File: src/verilog/ccr_pkg.sv
// package of offsets, field positions, reset values and timing counts for the control bank
package ccr_pkg;

  // ---------------------------------------------------------------
  // register offsets
  // ---------------------------------------------------------------
  localparam logic [7:0] CCR_OFS_CTRL_TWO = 8'h11;
  localparam logic [7:0] CCR_OFS_CTRL_THREE = 8'h12;
  localparam logic [7:0] CCR_OFS_CTRL_FOUR = 8'h13;

  // ---------------------------------------------------------------
  // field positions
  // ---------------------------------------------------------------
  localparam int CCR_B2_DELAY_SKIP = 0;
  localparam int CCR_B2_ACTION_LO = 1;
  localparam int CCR_B3_DRV_MASTER_DIS = 7;
  localparam int CCR_B3_REV_OUT_EN = 6;
  localparam int CCR_B3_REV_PFM_DIS = 5;
  localparam int CCR_B3_FWD_PFM_DIS = 4;
  localparam int CCR_B3_WAKE_SEL = 3;
  localparam int CCR_B3_LIN_DIS = 2;
  localparam int CCR_B3_REV_OOA_DIS = 1;
  localparam int CCR_B3_FWD_OOA_DIS = 0;
  localparam int CCR_B4_DRV_TWO_EN = 7;
  localparam int CCR_B4_DRV_ONE_EN = 6;
  localparam int CCR_B4_FREQ_SEL = 5;
  localparam int CCR_B4_STAT_DIS = 4;
  localparam int CCR_B4_SYS_SHORT_DIS = 3;
  localparam int CCR_B4_REV_UV_DIS = 2;
  localparam int CCR_B4_VIN_DET_FORCE = 1;
  localparam int CCR_B4_IN_OCP_EN = 0;

  // ---------------------------------------------------------------
  // reset values
  // ---------------------------------------------------------------
  localparam logic [7:0] CCR_RST_CTRL_THREE = 8'h00;
  localparam logic CCR_RST_DELAY_SKIP = 1'b0;
  localparam logic [1:0] CCR_RST_ACTION = 2'h0;
  localparam logic CCR_RST_IN_OCP_EN = 1'b1;

  // ship switch actions
  typedef enum logic [1:0] {
    CCR_ACT_IDLE = 2'b00,
    CCR_ACT_SHUTDOWN = 2'b01,
    CCR_ACT_SHIP = 2'b10,
    CCR_ACT_SYS_RESET = 2'b11
  } ccr_action_t;

  typedef enum logic [0:0] {
    CCR_SHIP_IDLE = 1'b0,
    CCR_SHIP_WAIT = 1'b1
  } ccr_ship_state_t;

  // ---------------------------------------------------------------
  // timing
  // ---------------------------------------------------------------
  localparam int unsigned CCR_CLK_MHZ = 200;
  localparam int unsigned CCR_SHIP_DELAY_MS = 10000;
  localparam int unsigned CCR_WAKE_LONG_MS = 1000;
  localparam int unsigned CCR_WAKE_SHORT_US = 15000;
  localparam logic [31:0] CCR_SHIP_DELAY_CYC = 32'(CCR_SHIP_DELAY_MS * CCR_CLK_MHZ * 1000);
  localparam logic [31:0] CCR_WAKE_LONG_CYC = 32'(CCR_WAKE_LONG_MS * CCR_CLK_MHZ * 1000);
  localparam logic [31:0] CCR_WAKE_SHORT_CYC = 32'(CCR_WAKE_SHORT_US * CCR_CLK_MHZ);
  localparam logic [1:0] CCR_STRAP_SETTLE_CYC = 2'h3;

endpackage
File: src/verilog/ccr_bank.sv
// charger control register bank: three byte registers, ship switch sequencer, wake timer
`timescale 1ns/1ps
module ccr_bank
  import ccr_pkg::*;
#(
  parameter logic [31:0] SHIP_DELAY_CYC = CCR_SHIP_DELAY_CYC,
  parameter logic [31:0] WAKE_LONG_CYC = CCR_WAKE_LONG_CYC,
  parameter logic [31:0] WAKE_SHORT_CYC = CCR_WAKE_SHORT_CYC
) (
  input wire logic clk_sys,
  input wire logic rst,
  input wire logic clk_en,
  input wire logic [7:0] reg_addr,
  input wire logic reg_wr,
  input wire logic [7:0] reg_wdata,
  output logic [7:0] reg_rdata,
  input wire logic reg_soft_reset,
  input wire logic watchdog_expire,
  input wire logic fet_pair_one_absent,
  input wire logic fet_pair_two_absent,
  input wire logic config_strap_pin,
  input wire logic on_request_pin,
  output logic ship_action_fire,
  output logic [1:0] ship_action_code,
  output logic ship_wake_req,
  output logic input_driver_master_disable,
  output logic reverse_output_enable,
  output logic reverse_pulse_freq_disable,
  output logic forward_pulse_freq_disable,
  output logic ship_wake_pulse_select,
  output logic batt_switch_linear_disable,
  output logic reverse_out_of_audio_disable,
  output logic forward_out_of_audio_disable,
  output logic input_gate_driver_two_enable,
  output logic input_gate_driver_one_enable,
  output logic switching_frequency_select,
  output logic status_pin_disable,
  output logic system_short_hiccup_disable,
  output logic reverse_undervoltage_hiccup_disable
);

  // ---------------------------------------------------------------
  // decode
  // ---------------------------------------------------------------
  function automatic logic hit(input logic [7:0] addr, input logic [7:0] ofs);
    hit = (addr == ofs);
  endfunction
  logic wr_two, wr_three, wr_four;
  assign wr_two = clk_en && reg_wr && hit(reg_addr, CCR_OFS_CTRL_TWO);
  assign wr_three = clk_en && reg_wr && hit(reg_addr, CCR_OFS_CTRL_THREE);
  assign wr_four = clk_en && reg_wr && hit(reg_addr, CCR_OFS_CTRL_FOUR);

  // ---------------------------------------------------------------
  // pin synchronisers
  // ---------------------------------------------------------------
  logic [2:0] strap_sync_q, onreq_sync_q;
  logic strap_stable_q, onreq_stable_q, strap_settled;
  // third stage agreeing with second marks a settled level
  assign strap_settled = (strap_sync_q[1] == strap_sync_q[2]) ? strap_sync_q[2] : strap_stable_q;
  always_ff @(posedge clk_sys) begin
    if (rst) begin
      strap_sync_q <= 3'h0;
      onreq_sync_q <= 3'h7;
      strap_stable_q <= 1'b0;
      onreq_stable_q <= 1'b1;
    end else if (clk_en) begin
      strap_sync_q <= {strap_sync_q[1:0], config_strap_pin};
      onreq_sync_q <= {onreq_sync_q[1:0], on_request_pin};
      strap_stable_q <= strap_settled;
      if (onreq_sync_q[1] == onreq_sync_q[2]) begin
        onreq_stable_q <= onreq_sync_q[2];
      end
    end
  end

  // ---------------------------------------------------------------
  // power-on capture of strap and pair presence
  // ---------------------------------------------------------------
  logic [1:0] settle_cnt_q;
  logic settle_done_q, pair_one_absent_q, pair_two_absent_q, strap_load;
  assign strap_load = clk_en && !settle_done_q && (settle_cnt_q == CCR_STRAP_SETTLE_CYC);
  // captured after release so the strap has crossed the synchroniser
  always_ff @(posedge clk_sys) begin
    if (rst) begin
      settle_cnt_q <= 2'h0;
      settle_done_q <= 1'b0;
      pair_one_absent_q <= 1'b0;
      pair_two_absent_q <= 1'b0;
    end else if (clk_en && !settle_done_q) begin
      settle_cnt_q <= settle_cnt_q + 2'h1;
      if (strap_load) begin
        settle_done_q <= 1'b1;
        pair_one_absent_q <= fet_pair_one_absent;
        pair_two_absent_q <= fet_pair_two_absent;
      end
    end
  end

  // ---------------------------------------------------------------
  // control three
  // ---------------------------------------------------------------
  logic [7:0] three_q;
  always_ff @(posedge clk_sys) begin
    if (rst || (clk_en && reg_soft_reset)) begin
      three_q <= CCR_RST_CTRL_THREE;
    end else if (wr_three) begin
      three_q <= reg_wdata;
    end else if (clk_en && watchdog_expire) begin
      three_q[CCR_B3_REV_OUT_EN] <= 1'b0;
      three_q[CCR_B3_REV_PFM_DIS] <= 1'b0;
      three_q[CCR_B3_LIN_DIS] <= 1'b0;
      three_q[CCR_B3_REV_OOA_DIS] <= 1'b0;
    end
  end

  // ---------------------------------------------------------------
  // control four
  // ---------------------------------------------------------------
  logic drv_two_q, drv_one_q, freq_q, master_dis_next;
  logic [4:0] four_lo_q;
  assign master_dis_next = wr_three ? reg_wdata[CCR_B3_DRV_MASTER_DIS]
                                    : three_q[CCR_B3_DRV_MASTER_DIS];
  always_ff @(posedge clk_sys) begin
    if (rst || (clk_en && reg_soft_reset)) begin
      drv_two_q <= 1'b0;
      drv_one_q <= 1'b0;
    end else if (clk_en) begin
      if (wr_four) begin
        drv_two_q <= reg_wdata[CCR_B4_DRV_TWO_EN];
        drv_one_q <= reg_wdata[CCR_B4_DRV_ONE_EN];
      end
      if (master_dis_next || pair_two_absent_q || (strap_load && fet_pair_two_absent)) begin
        drv_two_q <= 1'b0;
      end
      if (master_dis_next || pair_one_absent_q || (strap_load && fet_pair_one_absent)) begin
        drv_one_q <= 1'b0;
      end
    end
  end
  always_ff @(posedge clk_sys) begin
    if (rst) begin
      freq_q <= 1'b0;
    end else if (strap_load) begin
      // take the level settling at this edge; the settled flop would be one edge late
      freq_q <= strap_settled;
    end else if (wr_four) begin
      freq_q <= reg_wdata[CCR_B4_FREQ_SEL];
    end
  end
  // bits 4..0: status disable, two hiccup disables, detect force, input ocp enable
  always_ff @(posedge clk_sys) begin
    if (rst || (clk_en && reg_soft_reset)) begin
      four_lo_q <= {4'h0, CCR_RST_IN_OCP_EN};
    end else if (wr_four) begin
      four_lo_q <= reg_wdata[4:0];
    end else if (clk_en && watchdog_expire) begin
      four_lo_q[CCR_B4_STAT_DIS] <= 1'b0;
    end
  end

  // ---------------------------------------------------------------
  // control two and ship switch sequencer
  // ---------------------------------------------------------------
  logic skip_q, arm;
  logic [1:0] action_q;
  ccr_ship_state_t ship_state_q;
  logic [31:0] ship_cnt_q;
  assign arm = wr_two && (reg_wdata[2:1] != CCR_ACT_IDLE);
  always_ff @(posedge clk_sys) begin
    if (rst || (clk_en && reg_soft_reset)) begin
      skip_q <= CCR_RST_DELAY_SKIP;
      action_q <= CCR_RST_ACTION;
    end else if (wr_two) begin
      skip_q <= reg_wdata[CCR_B2_DELAY_SKIP];
      action_q <= reg_wdata[2:1];
    end else if (ship_action_fire && clk_en) begin
      // field falls back to idle once the action has been issued
      action_q <= CCR_ACT_IDLE;
    end
  end
  // action code issued to power stage
  always_ff @(posedge clk_sys) begin
    if (rst || (clk_en && reg_soft_reset)) begin
      ship_state_q <= CCR_SHIP_IDLE;
      ship_cnt_q <= 32'h0;
      ship_action_fire <= 1'b0;
      ship_action_code <= CCR_ACT_IDLE;
    end else if (clk_en) begin
      ship_action_fire <= 1'b0;
      if (wr_two && !arm) begin
        // writing idle cancels a pending action
        ship_state_q <= CCR_SHIP_IDLE;
      end else if (arm) begin
        ship_action_code <= reg_wdata[2:1];
        if (reg_wdata[CCR_B2_DELAY_SKIP]) begin
          ship_action_fire <= 1'b1;
          ship_state_q <= CCR_SHIP_IDLE;
        end else begin
          ship_cnt_q <= SHIP_DELAY_CYC - 32'h1;
          ship_state_q <= CCR_SHIP_WAIT;
        end
      end else begin
        unique case (ship_state_q)
          CCR_SHIP_IDLE: ship_cnt_q <= 32'h0;
          CCR_SHIP_WAIT: begin
            if (ship_cnt_q == 32'h0) begin
              ship_action_fire <= 1'b1;
              ship_state_q <= CCR_SHIP_IDLE;
            end else begin
              ship_cnt_q <= ship_cnt_q - 32'h1;
            end
          end
        endcase
      end
    end
  end

  // ---------------------------------------------------------------
  // ship mode wake timer
  // ---------------------------------------------------------------
  logic [31:0] wake_cnt_q, wake_need;
  logic wake_done_q;
  assign wake_need = three_q[CCR_B3_WAKE_SEL] ? WAKE_SHORT_CYC : WAKE_LONG_CYC;
  always_ff @(posedge clk_sys) begin
    if (rst) begin
      wake_cnt_q <= 32'h0;
      wake_done_q <= 1'b0;
      ship_wake_req <= 1'b0;
    end else if (clk_en) begin
      ship_wake_req <= 1'b0;
      if (onreq_stable_q) begin
        wake_cnt_q <= 32'h0;
        wake_done_q <= 1'b0;
      end else if (!wake_done_q) begin
        if (wake_cnt_q + 32'h1 >= wake_need) begin
          ship_wake_req <= 1'b1;
          wake_done_q <= 1'b1;
        end else begin
          wake_cnt_q <= wake_cnt_q + 32'h1;
        end
      end
    end
  end

  // ---------------------------------------------------------------
  // read path
  // ---------------------------------------------------------------
  // unmapped offsets and the out-of-scope upper bits of control two read zero
  always_ff @(posedge clk_sys) begin
    if (rst) begin
      reg_rdata <= 8'h00;
    end else if (clk_en) begin
      if (hit(reg_addr, CCR_OFS_CTRL_TWO)) begin
        reg_rdata <= {5'h00, action_q, skip_q};
      end else if (hit(reg_addr, CCR_OFS_CTRL_THREE)) begin
        reg_rdata <= three_q;
      end else if (hit(reg_addr, CCR_OFS_CTRL_FOUR)) begin
        reg_rdata <= {drv_two_q, drv_one_q, freq_q, four_lo_q};
      end else begin
        reg_rdata <= 8'h00;
      end
    end
  end
  assign input_driver_master_disable = three_q[CCR_B3_DRV_MASTER_DIS];
  assign reverse_output_enable = three_q[CCR_B3_REV_OUT_EN];
  assign reverse_pulse_freq_disable = three_q[CCR_B3_REV_PFM_DIS];
  assign forward_pulse_freq_disable = three_q[CCR_B3_FWD_PFM_DIS];
  assign ship_wake_pulse_select = three_q[CCR_B3_WAKE_SEL];
  assign batt_switch_linear_disable = three_q[CCR_B3_LIN_DIS];
  assign reverse_out_of_audio_disable = three_q[CCR_B3_REV_OOA_DIS];
  assign forward_out_of_audio_disable = three_q[CCR_B3_FWD_OOA_DIS];
  assign input_gate_driver_two_enable = drv_two_q;
  assign input_gate_driver_one_enable = drv_one_q;
  assign switching_frequency_select = freq_q;
  assign status_pin_disable = four_lo_q[CCR_B4_STAT_DIS];
  assign system_short_hiccup_disable = four_lo_q[CCR_B4_SYS_SHORT_DIS];
  assign reverse_undervoltage_hiccup_disable = four_lo_q[CCR_B4_REV_UV_DIS];

  logic ce_wd;
  assign ce_wd = clk_en && watchdog_expire && !reg_soft_reset && !wr_three && !wr_four;
endmodule // ccr_bank

File: config.mk
export PLATFORM = sky130hd
export DESIGN_NAME = ccr_bank
export DESIGN_NICKNAME = d
export VERILOG_FILES = /design/src/verilog/ccr_pkg.sv /design/src/verilog/ccr_bank.sv
export SDC_FILE = /design/constraint.sdc
export NUM_CORES = 1
export LEC_CHECK = 0
export BUFFER_PORTS_ARGS = -buffer_cell sky130_fd_sc_hd__buf_4
export CAP_MARGIN = 20
export CORE_ASPECT_RATIO = 1.5
export CORE_MARGIN = 10
export CORE_UTILIZATION = 50
export CTS_CLUSTER_DIAMETER = 30
export CTS_CLUSTER_SIZE = 14
export DETAILED_ROUTE_END_ITERATION = 16
export GPL_ROUTABILITY_DRIVEN = 0
export GPL_TIMING_DRIVEN = 0
export PLACE_DENSITY_LB_ADDON = 0.05
export SKIP_LAST_GASP = 1
export SYNTH_ARGS = -nofsm -noshare
export SYNTH_HDL_FRONTEND = slang
export SYNTH_SLANG_ARGS = --single-unit
File: constraint.sdc
create_clock -name clk_sys -period 3.8 [get_ports clk_sys]
set_input_delay 0.76 -clock clk_sys [delete_from_list [all_inputs] [get_ports clk_sys]]
set_output_delay 0.76 -clock clk_sys [all_outputs]
set_load 0.005 [all_outputs]
# == Word-level counts from Yosys, hierarchy flattened ==
# Cells that the tools add are included.
# totals
register_bits,110
inputBits,26
out_inout_bits,26
wordCells,118
# classes
addsub,3
order_cmp,1
eq_ne,10
n_mux,41
n_bitwise,2
reduce_logical,35
# op_table
operator,count
$mux 32,6
$pmux 32 s2,1
$add 32x1->32 const B,1
$ge 32x28->1,1
$logic_not 32->1,1
$sub 32x1->32 const B,1
$mux 28,1
$mux 1,25
$eq 8x5->1 const B,3
$mux 8,3
$reduce_bool 2->1,7
$logic_and 1x1->1,13
$mux 2,5
$reduce_and 2->1,4
$ne 2x2->1 const B,3
$reduce_and 3->1,2
$logic_or 1x1->1,5
$reduce_and 4->1,1
$ne 3x3->1 const B,1
$add 2x1->2 const B,1
$eq 1x1->1,2
$eq 2x2->1 const B,1
$logic_not 1->1,2
$not 1->1,2

# == Depth between registers and ports, before layout ==
# Gate-level depths: netlist of the first run.
# depth
depth_word,7
ltp_mapped,17
mapped_depth_nobuf,14

# == Worst setup path after synthesis of the first run ==
# Ideal clock, no wire load.
# synth_timing
path_type,flip-flop to flip-flop
from,register wake_cnt_q[19]
to,register wake_cnt_q[7]
setup_ns,0.117
arrival_time_ns,3.400
setup_slack_ns,0.284
stages_incl_launch_ff,17
synth_period_minus_slack_ns,3.516
path_cell_list,dfxtp_1 > nand4_1 > or3_1 > buf_2 > nor2_1 > nand3_1 > xnor2_1 > ha_1 > a21o_1 > o31a_1 > a2111o_1 > a31oi_2 > nand3b_1 > and2_1 > buf_2 > buf_2 > a22o_1
# synth_via
elab_chain_len,4
# synth_rtl
element,line_no,source
"start, declared",ccr_bank.sv:221,"logic [31:0] wake_cnt_q, wake_need;"
"start signal, assigned",ccr_bank.sv:239,wake_cnt_q <= wake_cnt_q + 32'h1;
$add 32x1->32,ccr_bank.sv:235,if (wake_cnt_q + 32'h1 >= wake_need) begin
$ge 32x28->1,ccr_bank.sv:235,
$ne 2x2->1 (no source line),n/a,
$reduce_and 3->1 (no source line),n/a,
# Every way passes these cells.
# A chain may end at the register's enable or synchronous reset.

# == Worst setup path in the final report of the first run ==
# layout_timing
from,register wake_cnt_q[2]
to,register wake_cnt_q[13]
# layout_via
elab_chain_len,4
word_cells_on_any_way,7
classes_between,1 x add/sub; 1 x order compare; 1 x eq/ne; 3 x mux; 1 x reduce/logical
# layout_rtl
element,line_no
$add 32x1->32 (*),"ccr_bank.sv:235, ccr_bank.sv:239"
$ge 32x28->1 / $mux 32 (equally long branches),ccr_bank.sv:235
$ne 2x2->1 (no source line) / $mux 32 (equally long branches),n/a
$reduce_and 3->1 (no source line) / $mux 32 (equally long branches),n/a
# Every way passes the cells marked *; elsewhere a longest branch is shown, timed or not. The select of a mux whose other input is x is not followed.

==> results of run 1 <==
==> routing by layer <==
layer | wire length [microns] | track usage | vias to the layer above | part of all wire
li1 | - | - | 2792 | -
met1 | 6410 | 0.212 | 2793 | 0.35
met2 | 10200 | 0.430 | 185 | 0.56
met3 | 745 | 0.0322 | 54 | 0.041
met4 | 810 | 0.119 | 0 | 0.045
met5 | 0 | 0 | - | 0
==> cell usage after synthesis, drive strengths merged, types with 4 or more instances <==
library cell and number:
nor3 25, nand2b 9, xor2 5, dfxtp 110
a21o 17, nand3 30, nor4 11, ha 13
or2 8, and4 6, and2 5, inv 10
or4 6, nand4 18, clkbuf 30, or3 14
o21ai 44, nand2 91, nand3b 4, xnor2 19
nor2 80, mux2i 13, and3 10, buf 10
a31oi 4, a22oi 12, a22o 10, a21oi 71
==> kinds of logic (layout without fill, tap and decap cells) <==
logic type	after synthesis	count (layout)	synth area share
AOI/OAI and AO/OA	191	191	0.205
xor gates and xnor gates	24	24	0.0364
adders and majority gates	14	14	0.0299
buffers and inverters	51	121	0.0355
DFF	110	110	0.381
muxes	16	16	0.0284
and+or+nand+nor	330	330	0.284
==> state kept, by name, indices dropped and copies added (netlist names), 2 cells and up <==
signal	count
strap_sync_q	3
wake_cnt_q	32
reg_rdata	8
four_lo_q	5
onreq_sync_q	3
settle_cnt_q	2
action_q	2
ship_cnt_q	32
ship_action_code	2
three_q	8
==> final cells by class <==
type	instances	area, sq um	share of cell area
inverters	11	41.3	0.00592
multi-input cells	575	3500	0.502
plain buffers	35	175	0.0251
repair buffers	59	455	0.0653
well taps	150	188	0.0269
clock buffers	10	229	0.0328
clock inverters	6	158	0.0226
flip-flops and latches	110	2220	0.319
==> power breakdown <==
group | total (uW) | switching (uW) | internal [uW]
Combinational | 220 | 139 | 81.0
Sequential | 1170 | 11.9 | 1160
Clock | 1220 | 445 | 778
Total | 2620 | 597 | 2020
==> per-stage QoR <==
step | TNS (ns) | total power, uW | cells | cell area, sq um | util
CTS | 0 | 2620 | 952 | 6840 | 0.599
detailed placement | -14.23 | 1410 | 936 | 6340 | 0.556
finish | 0 | 2620 | 956 | 6970 | 0.611
global placement | -11.35 | 1410 | 936 | 6340 | 0.556
floorplan | 0 | 1340 | 736 | 5780 | -
global route | 0 | 2700 | 956 | 6970 | 0.611
==> worst max-delay path by stage <==
stage,startpoint,endpoint,slack [ns],cells past startpoint
3_5_place_dp,wake_cnt_q[9]$_SDFFE_PP0P_,wake_cnt_q[10]$_SDFFE_PP0P_,-0.44,17
5_1_grt,wake_cnt_q[3]$_SDFFE_PP0P_,wake_cnt_q[13]$_SDFFE_PP0P_,0.002,15
3_3_place_gp,wake_cnt_q[9]$_SDFFE_PP0P_,wake_cnt_q[1]$_SDFFE_PP0P_,-0.33,17
2_1_floorplan,wake_cnt_q[19]$_SDFFE_PP0P_,wake_cnt_q[7]$_SDFFE_PP0P_,0.28,16
4_1_cts,wake_cnt_q[13]$_SDFFE_PP0P_,wake_cnt_q[13]$_SDFFE_PP0P_,0.02,16
6_report,wake_cnt_q[2]$_SDFFE_PP0P_,wake_cnt_q[13]$_SDFFE_PP0P_,0.15,15
==> repair_timing <==
item,CTS,global route
endpoints found under the setup margin,58,49
resized for setup,27,35
pin swaps,4,8
setup buffers,4,5
==> worst register-to-register path, cell delays in order (launching register included) <==
cell	delay (ns)
dfxtp_1	0.30
buf_2	0.19
and4_4	0.29
nand4_1	0.23
nor2_4	0.21
nand3_2	0.11
xnor2_2	0.16
ha_1	0.32
a21o_1	0.16
o31a_1	0.24
a2111o_1	0.33
a31oi_4	0.21
nand3b_1	0.14
buf_6	0.15
or4_1	0.42
a21oi_2	0.12
==> results.md, run 1 <==
- Status: complete, no violations
- CTS tree: built
- GRT Total Usage: 0.220
- Most area-hungry cell type in the Yosys netlist: dfxtp_1
- Worst reg2reg path depth: 15
- Register-to-register path setup slack: 0.15 ns
- RSZ-0062 raised after global routing: no
- ANT cells: 0
- Root Buffer: clkbuf_16
- #FFs+latches synth: 110
- CP Class: reg -> reg
- Input/output buffers: 50
- Worst setup SP type: flop
- H-tree depth: 3
- Clk slew on worst S/H paths: 0.07 ns
- Slowest cell on crit path: or4_1
- PD cells: 376 nW/um^2
- Max-cap violation count: 0
- Hold worst-path end: wake_done_q$_SDFFE_PP0P_
- Cell chain of the critical path: buf_2 > and4_4 > nand4_1 > nor2_4 > nand3_2 > xnor2_2 > ha_1 > a21o_1 > o31a_1 > a2111o_1 > a31oi_4 > nand3b_1 > buf_6 > or4_1 > a21oi_2
- Die Span Y: 152 microns
- Fmax achieved: approximately 270 MHz
- Clk_lat worst skew: approximately 0.36 ns
- First-pass iteration count of the detailed router: 5
- Cells after synthesis: 736
- Clock Tree Buf Depth: 2
- Row Count: 48
- CTS Hold Buffers Added: 0
- Hold Path Origin: wake_done_q$_SDFFE_PP0P_
- CP endpoint kind: flop
- Worst Path Buf+Inv: 2
- Number of synthesized flops with an enable pin: 0
- Fraction of layout instances using a drive strength above 1: 0.165
- Hold Path Class: reg -> reg
- Worst slew pin tran: 0.714 ns
- Post-synth top flop: dfxtp_1
- Worst setup slack after placement: -0.442 ns
- Largest cells by area after synthesis: dfxtp_1, a21oi_1, nand2_1, nor2_1, o21ai_0
- Arrival @ worst endpoint: 3.94 ns
- Die Width: 108 microns
- Final nets: 840
- Ports: 52
- FFs w/ async S/R, synth: 0
- Mapped Area: a little under 6000 sq um
- Crit-path max cell delay: 0.42 ns
- Detail Route Antenna Nets: 0
- Warnings, synthesis: 0
- Wirelength per Cell: about 19 microns
- Clock sink total: 110
- Layout area overhead: 20.6%
- Overflow after GRT: 0
- Commonest cells after routing, fill and taps aside: dfxtp_1, nand2_1, nor2_1
- Syn Area/Cell: 7.85 sq um
- Die area: roughly 16,000 sq um
- First-pass GRT wire length: roughly 29,000 microns
- Vias per Instance: ~6.1
- Final Critical Period: 3.65 ns
- Distinct cells, synth: 65
- Slew HR: 0.523
- Sequential area share after synthesis: 0.381
- Post-Syn Nets: 775
- Max-slew violation count: 0
- Largest fanout on the critical path: 10
- Remaining DRCs: 0
- Pin count of the biggest net entering global routing: 18
- DPL Wire Length: 13,500 microns
- Skew final: 0.00586 ns
- Fill cells: just over 1,000
- DRT Wirelength: between 15,000 and 20,000 microns
- Worst EP required: around 4.1 ns
- Initial Util: 0.507
- Cell family with most CP delay: simple AND/OR/NAND/NOR gates
- Period utilization: 0.961
- Hold path depth: 1
- Critical R2R Capture: wake_cnt_q[13]$_SDFFE_PP0P_
- Critical R2R Launch: wake_cnt_q[2]$_SDFFE_PP0P_
- Vias in the first global route: 5,816
- Peak VDD IR: 0.254 mV
- Final Setup Violations: 0
- Setup WS post-layout: approximately 0.15 ns
- Iter 0 DRT Violations: roughly 290
- Static leakage: 0.00274 uW
- Placeable Area: 11,400 sq um
- CTS buffer count: 9
- Leading cell type in the layout, fill and taps excluded: dfxtp_1
- Top cell type's share of synthesized area: 0.381
- WHS: about 0.45 ns
- Routed vias: around 5,800
- Initial antenna violation count: 0
- Hold Vio Cnt, Final: 0
Power figures use the tool's default switching activity.
==> run 2, diff against run 1 <==
--- a/config.mk
+++ b/config.mk
@@ -5,7 +5,7 @@
 export SDC_FILE = /design/constraint.sdc
 export NUM_CORES = 1
 export LEC_CHECK = 0
-export BUFFER_PORTS_ARGS = -buffer_cell sky130_fd_sc_hd__buf_4
+export BUFFER_PORTS_ARGS = -buffer_cell sky130_fd_sc_hd__buf_2
 export CAP_MARGIN = 20
 export CORE_ASPECT_RATIO = 1.5
 export CORE_MARGIN = 10
==> run 2 against run 1 <==
  * Worst hold slack better by 0.0031 ns
  * Worst setup slack worse by 0.018 ns
  * Design area down 3.3%
  * Utilization down 2.0 points
  * Sequential share of layout area up 0.93 points
  * Largest power group is now registers
==> results.md, run 2 (synthesis gave the netlist of run 1 again) <==
- RSZ-0062 raised after global routing: yes
- Die Width: 108 microns (unchanged)
- First-pass GRT wire length: 28,000 microns (-2.5%)
- Die Span Y: 152 microns (unchanged)
- Fmax achieved: 272 MHz (-0.48%)
- Comb power frac: 0.090 (+0.006)
- CTS tree: built
- PD cells: 350 nW/um^2 (-7.0%)
- Vias per Instance: 5.98 (-1.8%)
- GR Util met2: 0.423 (-0.00700)
- Layout area overhead: 16.7%
- Clock Tree Buf Depth: 2 (unchanged)
- Largest fanout on the critical path: 7 (-3)
- Leading cell type in the layout, fill and taps excluded: dfxtp_1
- Input/output buffers: 50 (unchanged)
- Initial Util: 0.507 (unchanged)
- GRT Total Usage: 0.214 (-0.00586)
- DPL Wire Length: 13,400 microns (-1.2%)
- Cell chain of the critical path: ha_2 > and4_2 > nand2_1 > xor2_1 > ha_1 > or3b_2 > o22ai_1 > a21oi_1 > o21ai_0 > a21o_1 > nand3b_1 > buf_6 > or4_1 > a21oi_2
- Worst setup SP type: flop
- Clk_lat worst skew: 0.35 ns (about the same)
- Met1 Use GR: 0.198 (-0.0139)
- ANT cells: 0 (unchanged)
- Ports: 52 (unchanged)
- Root Buffer: clkbuf_16
- Peak VDD IR: 0.218 mV (-14%)
- Clk slew on worst S/H paths: 0.08 ns (about the same)
- Static leakage: 0.00267 uW (-2.8%)
- Max-cap violation count: 0 (unchanged)
- Detail Route Antenna Nets: 0 (unchanged)
- Utilization after layout: 0.591 (-0.0200)
- Clock power frac: 0.410 (-0.057)
- Clock sink total: 110 (unchanged)
- Iter 0 DRT Violations: 301 (+3.4%)
- Routed vias: 5,713 (-1.9%)
- Initial antenna violation count: 0 (unchanged)
- Biggest regs: ship_cnt_q (32), wake_cnt_q (32)
- CTS Hold Buffers Added: 0 (unchanged)
- Final Setup Violations: 0 (unchanged)
- Psw: 590 uW (-1.1%)
- Crit-path max cell delay: 0.44 ns (+0.02 ns)
- Final nets: 839 (-0.12%)
- Skew final: 0.00993 ns (+0.00408 ns)
- DRT Wirelength: 17,700 microns (-2.4%)
- Worst EP required: 4.08 ns (about the same)
- Status: complete, no violations
- Total power: 2360 uW (-10%)
- Max-slew violation count: 0 (unchanged)
- CP endpoint kind: flop
- Row Count: 48 (unchanged)
- Remaining DRCs: 0 (unchanged)
- H-tree depth: 3 (unchanged)
- Slew HR: 0.520 (-0.00215)
- Placeable Area: 11,400 sq um (unchanged)
- Pin count of the biggest net entering global routing: 18 (unchanged)
- First-pass iteration count of the detailed router: 6 (+1)
- Setup TNS: 0 ns (unchanged)
- Slowest cell on crit path: dfxtp_1
- CTS buffer count: 9 (unchanged)
- Fraction of layout instances using a drive strength above 1: 0.163 (-0.00228)
- Period utilization: 0.966 (+0.00467)
- Sequential share of power: 0.499 (+0.050)
- Wirelength per Cell: 18.5 microns (-2.3%)
- Internal Power: 1770 uW (-13%)
- Hold Path Class: reg -> reg
- Routing usage on met3: 0.0390 (+0.00677)
- Worst slew pin tran: 0.717 ns (+0.00321 ns)
- Die area: 16,400 sq um (unchanged)
- Gr busiest metal: met2
- Arrival @ worst endpoint: 3.95 ns (about the same)
- Sw Ratio: 0.250 (+0.0224)
- Hold Vio Cnt, Final: 0 (unchanged)
- Vias in the first global route: 5,814 (-0.034%)
- Overflow after GRT: 0 (unchanged)
- Commonest cells after routing, fill and taps aside: dfxtp_1, nand2_1, nor2_1
- Final Critical Period: 3.67 ns (+0.0177 ns)
- CP Class: reg -> reg
run 2: cell types whose count changed in the layout (fill, tap and decap cells not counted), moves of 2 or more:
| cell | before | now |
|---|---|---|
| buf_2 | 1 | 54 |
| buf_4 | 59 | 6 |
| bufinv_16 | 5 | 1 |
| clkbuf_4 | 3 | 0 |
| clkinv_2 | 0 | 3 |
| dfxtp_1 | 98 | 100 |
| dfxtp_4 | 3 | 0 |
| nor4_2 | 0 | 2 |
| nor4_4 | 3 | 1 |
run 2: worst paths after layout:
check / start / to / slack, ns / cells after the start
worst min register to register: wake_done_q$_SDFFE_PP0P_ / wake_done_q$_SDFFE_PP0P_ / 0.45 / 1
worst min-delay path: wake_done_q$_SDFFE_PP0P_ / wake_done_q$_SDFFE_PP0P_ / 0.45 / 1
worst max-delay path: wake_cnt_q[1]$_SDFFE_PP0P_ / wake_cnt_q[13]$_SDFFE_PP0P_ / 0.13 / 14
worst max register to register: wake_cnt_q[1]$_SDFFE_PP0P_ / wake_cnt_q[13]$_SDFFE_PP0P_ / 0.13 / 14
run 2: critical path, delay by kind of cell (launching register included):
family | cells | cell delay (ns)
buffers and inverters | 1 | 0.15
XOR/XNOR | 1 | 0.21
AO/OA/AOI/OAI | 5 | 0.90
AND/OR/NAND/NOR | 5 | 1.41
flip-flops | 1 | 0.44
adder cells (fa/ha/maj) | 2 | 0.48
run 2: area by class of cell:
| type | instances | area [sq um] |
|---|---|---|
| Buffer | 35 | 170 |
| Clock buffer | 10 | 239 |
| Clock inverter | 6 | 61.3 |
| Fill cell | 1056 | 4670 |
| Inverter | 11 | 41.3 |
| Multi-Input combinational cell | 575 | 3490 |
| Sequential cell | 110 | 2210 |
| Tap cell | 150 | 188 |
| Timing Repair Buffer | 58 | 340 |
run 2: timing repair:
action                     in CTS  in global routing
hold endpoints to repair        0                  0
pin swaps                       2                  5
setup endpoints to repair      36                 47
setup buffers                   2                  5
gates cloned                    0                  1
resized for setup              25                 27
run 2: layer usage:
| metal | up-vias | share of wire |
|---|---|---|
| li1 | 2791 | - |
| met1 | 2717 | 0.36 |
| met2 | 155 | 0.55 |
| met3 | 50 | 0.036 |
| met4 | 0 | 0.045 |
| met5 | - | 0 |
run 2: per-stage QoR:
stage	hold slack, ns	std cells	setup WS, ns	cell area (sq um)
5_1_grt	0.483	955	-0.0657	6740
2_1_floorplan	0.419	736	0.284	5780
4_1_cts	0.451	951	-0.00232	6620
3_5_place_dp	0.434	936	-0.434	6220
3_3_place_gp	0.427	936	-0.324	6220
6_report	0.451	955	0.129	6740
run 2: power groups by stage:
stage          combinational, uW  sequential [uW]  clock [uW]
2_1_floorplan                135             1200           0
3_3_place_gp                 200             1200           0
3_5_place_dp                 203             1200           0
4_1_cts                      205             1180         975
5_1_grt                      234             1180        1020
6_report                     213             1180         967
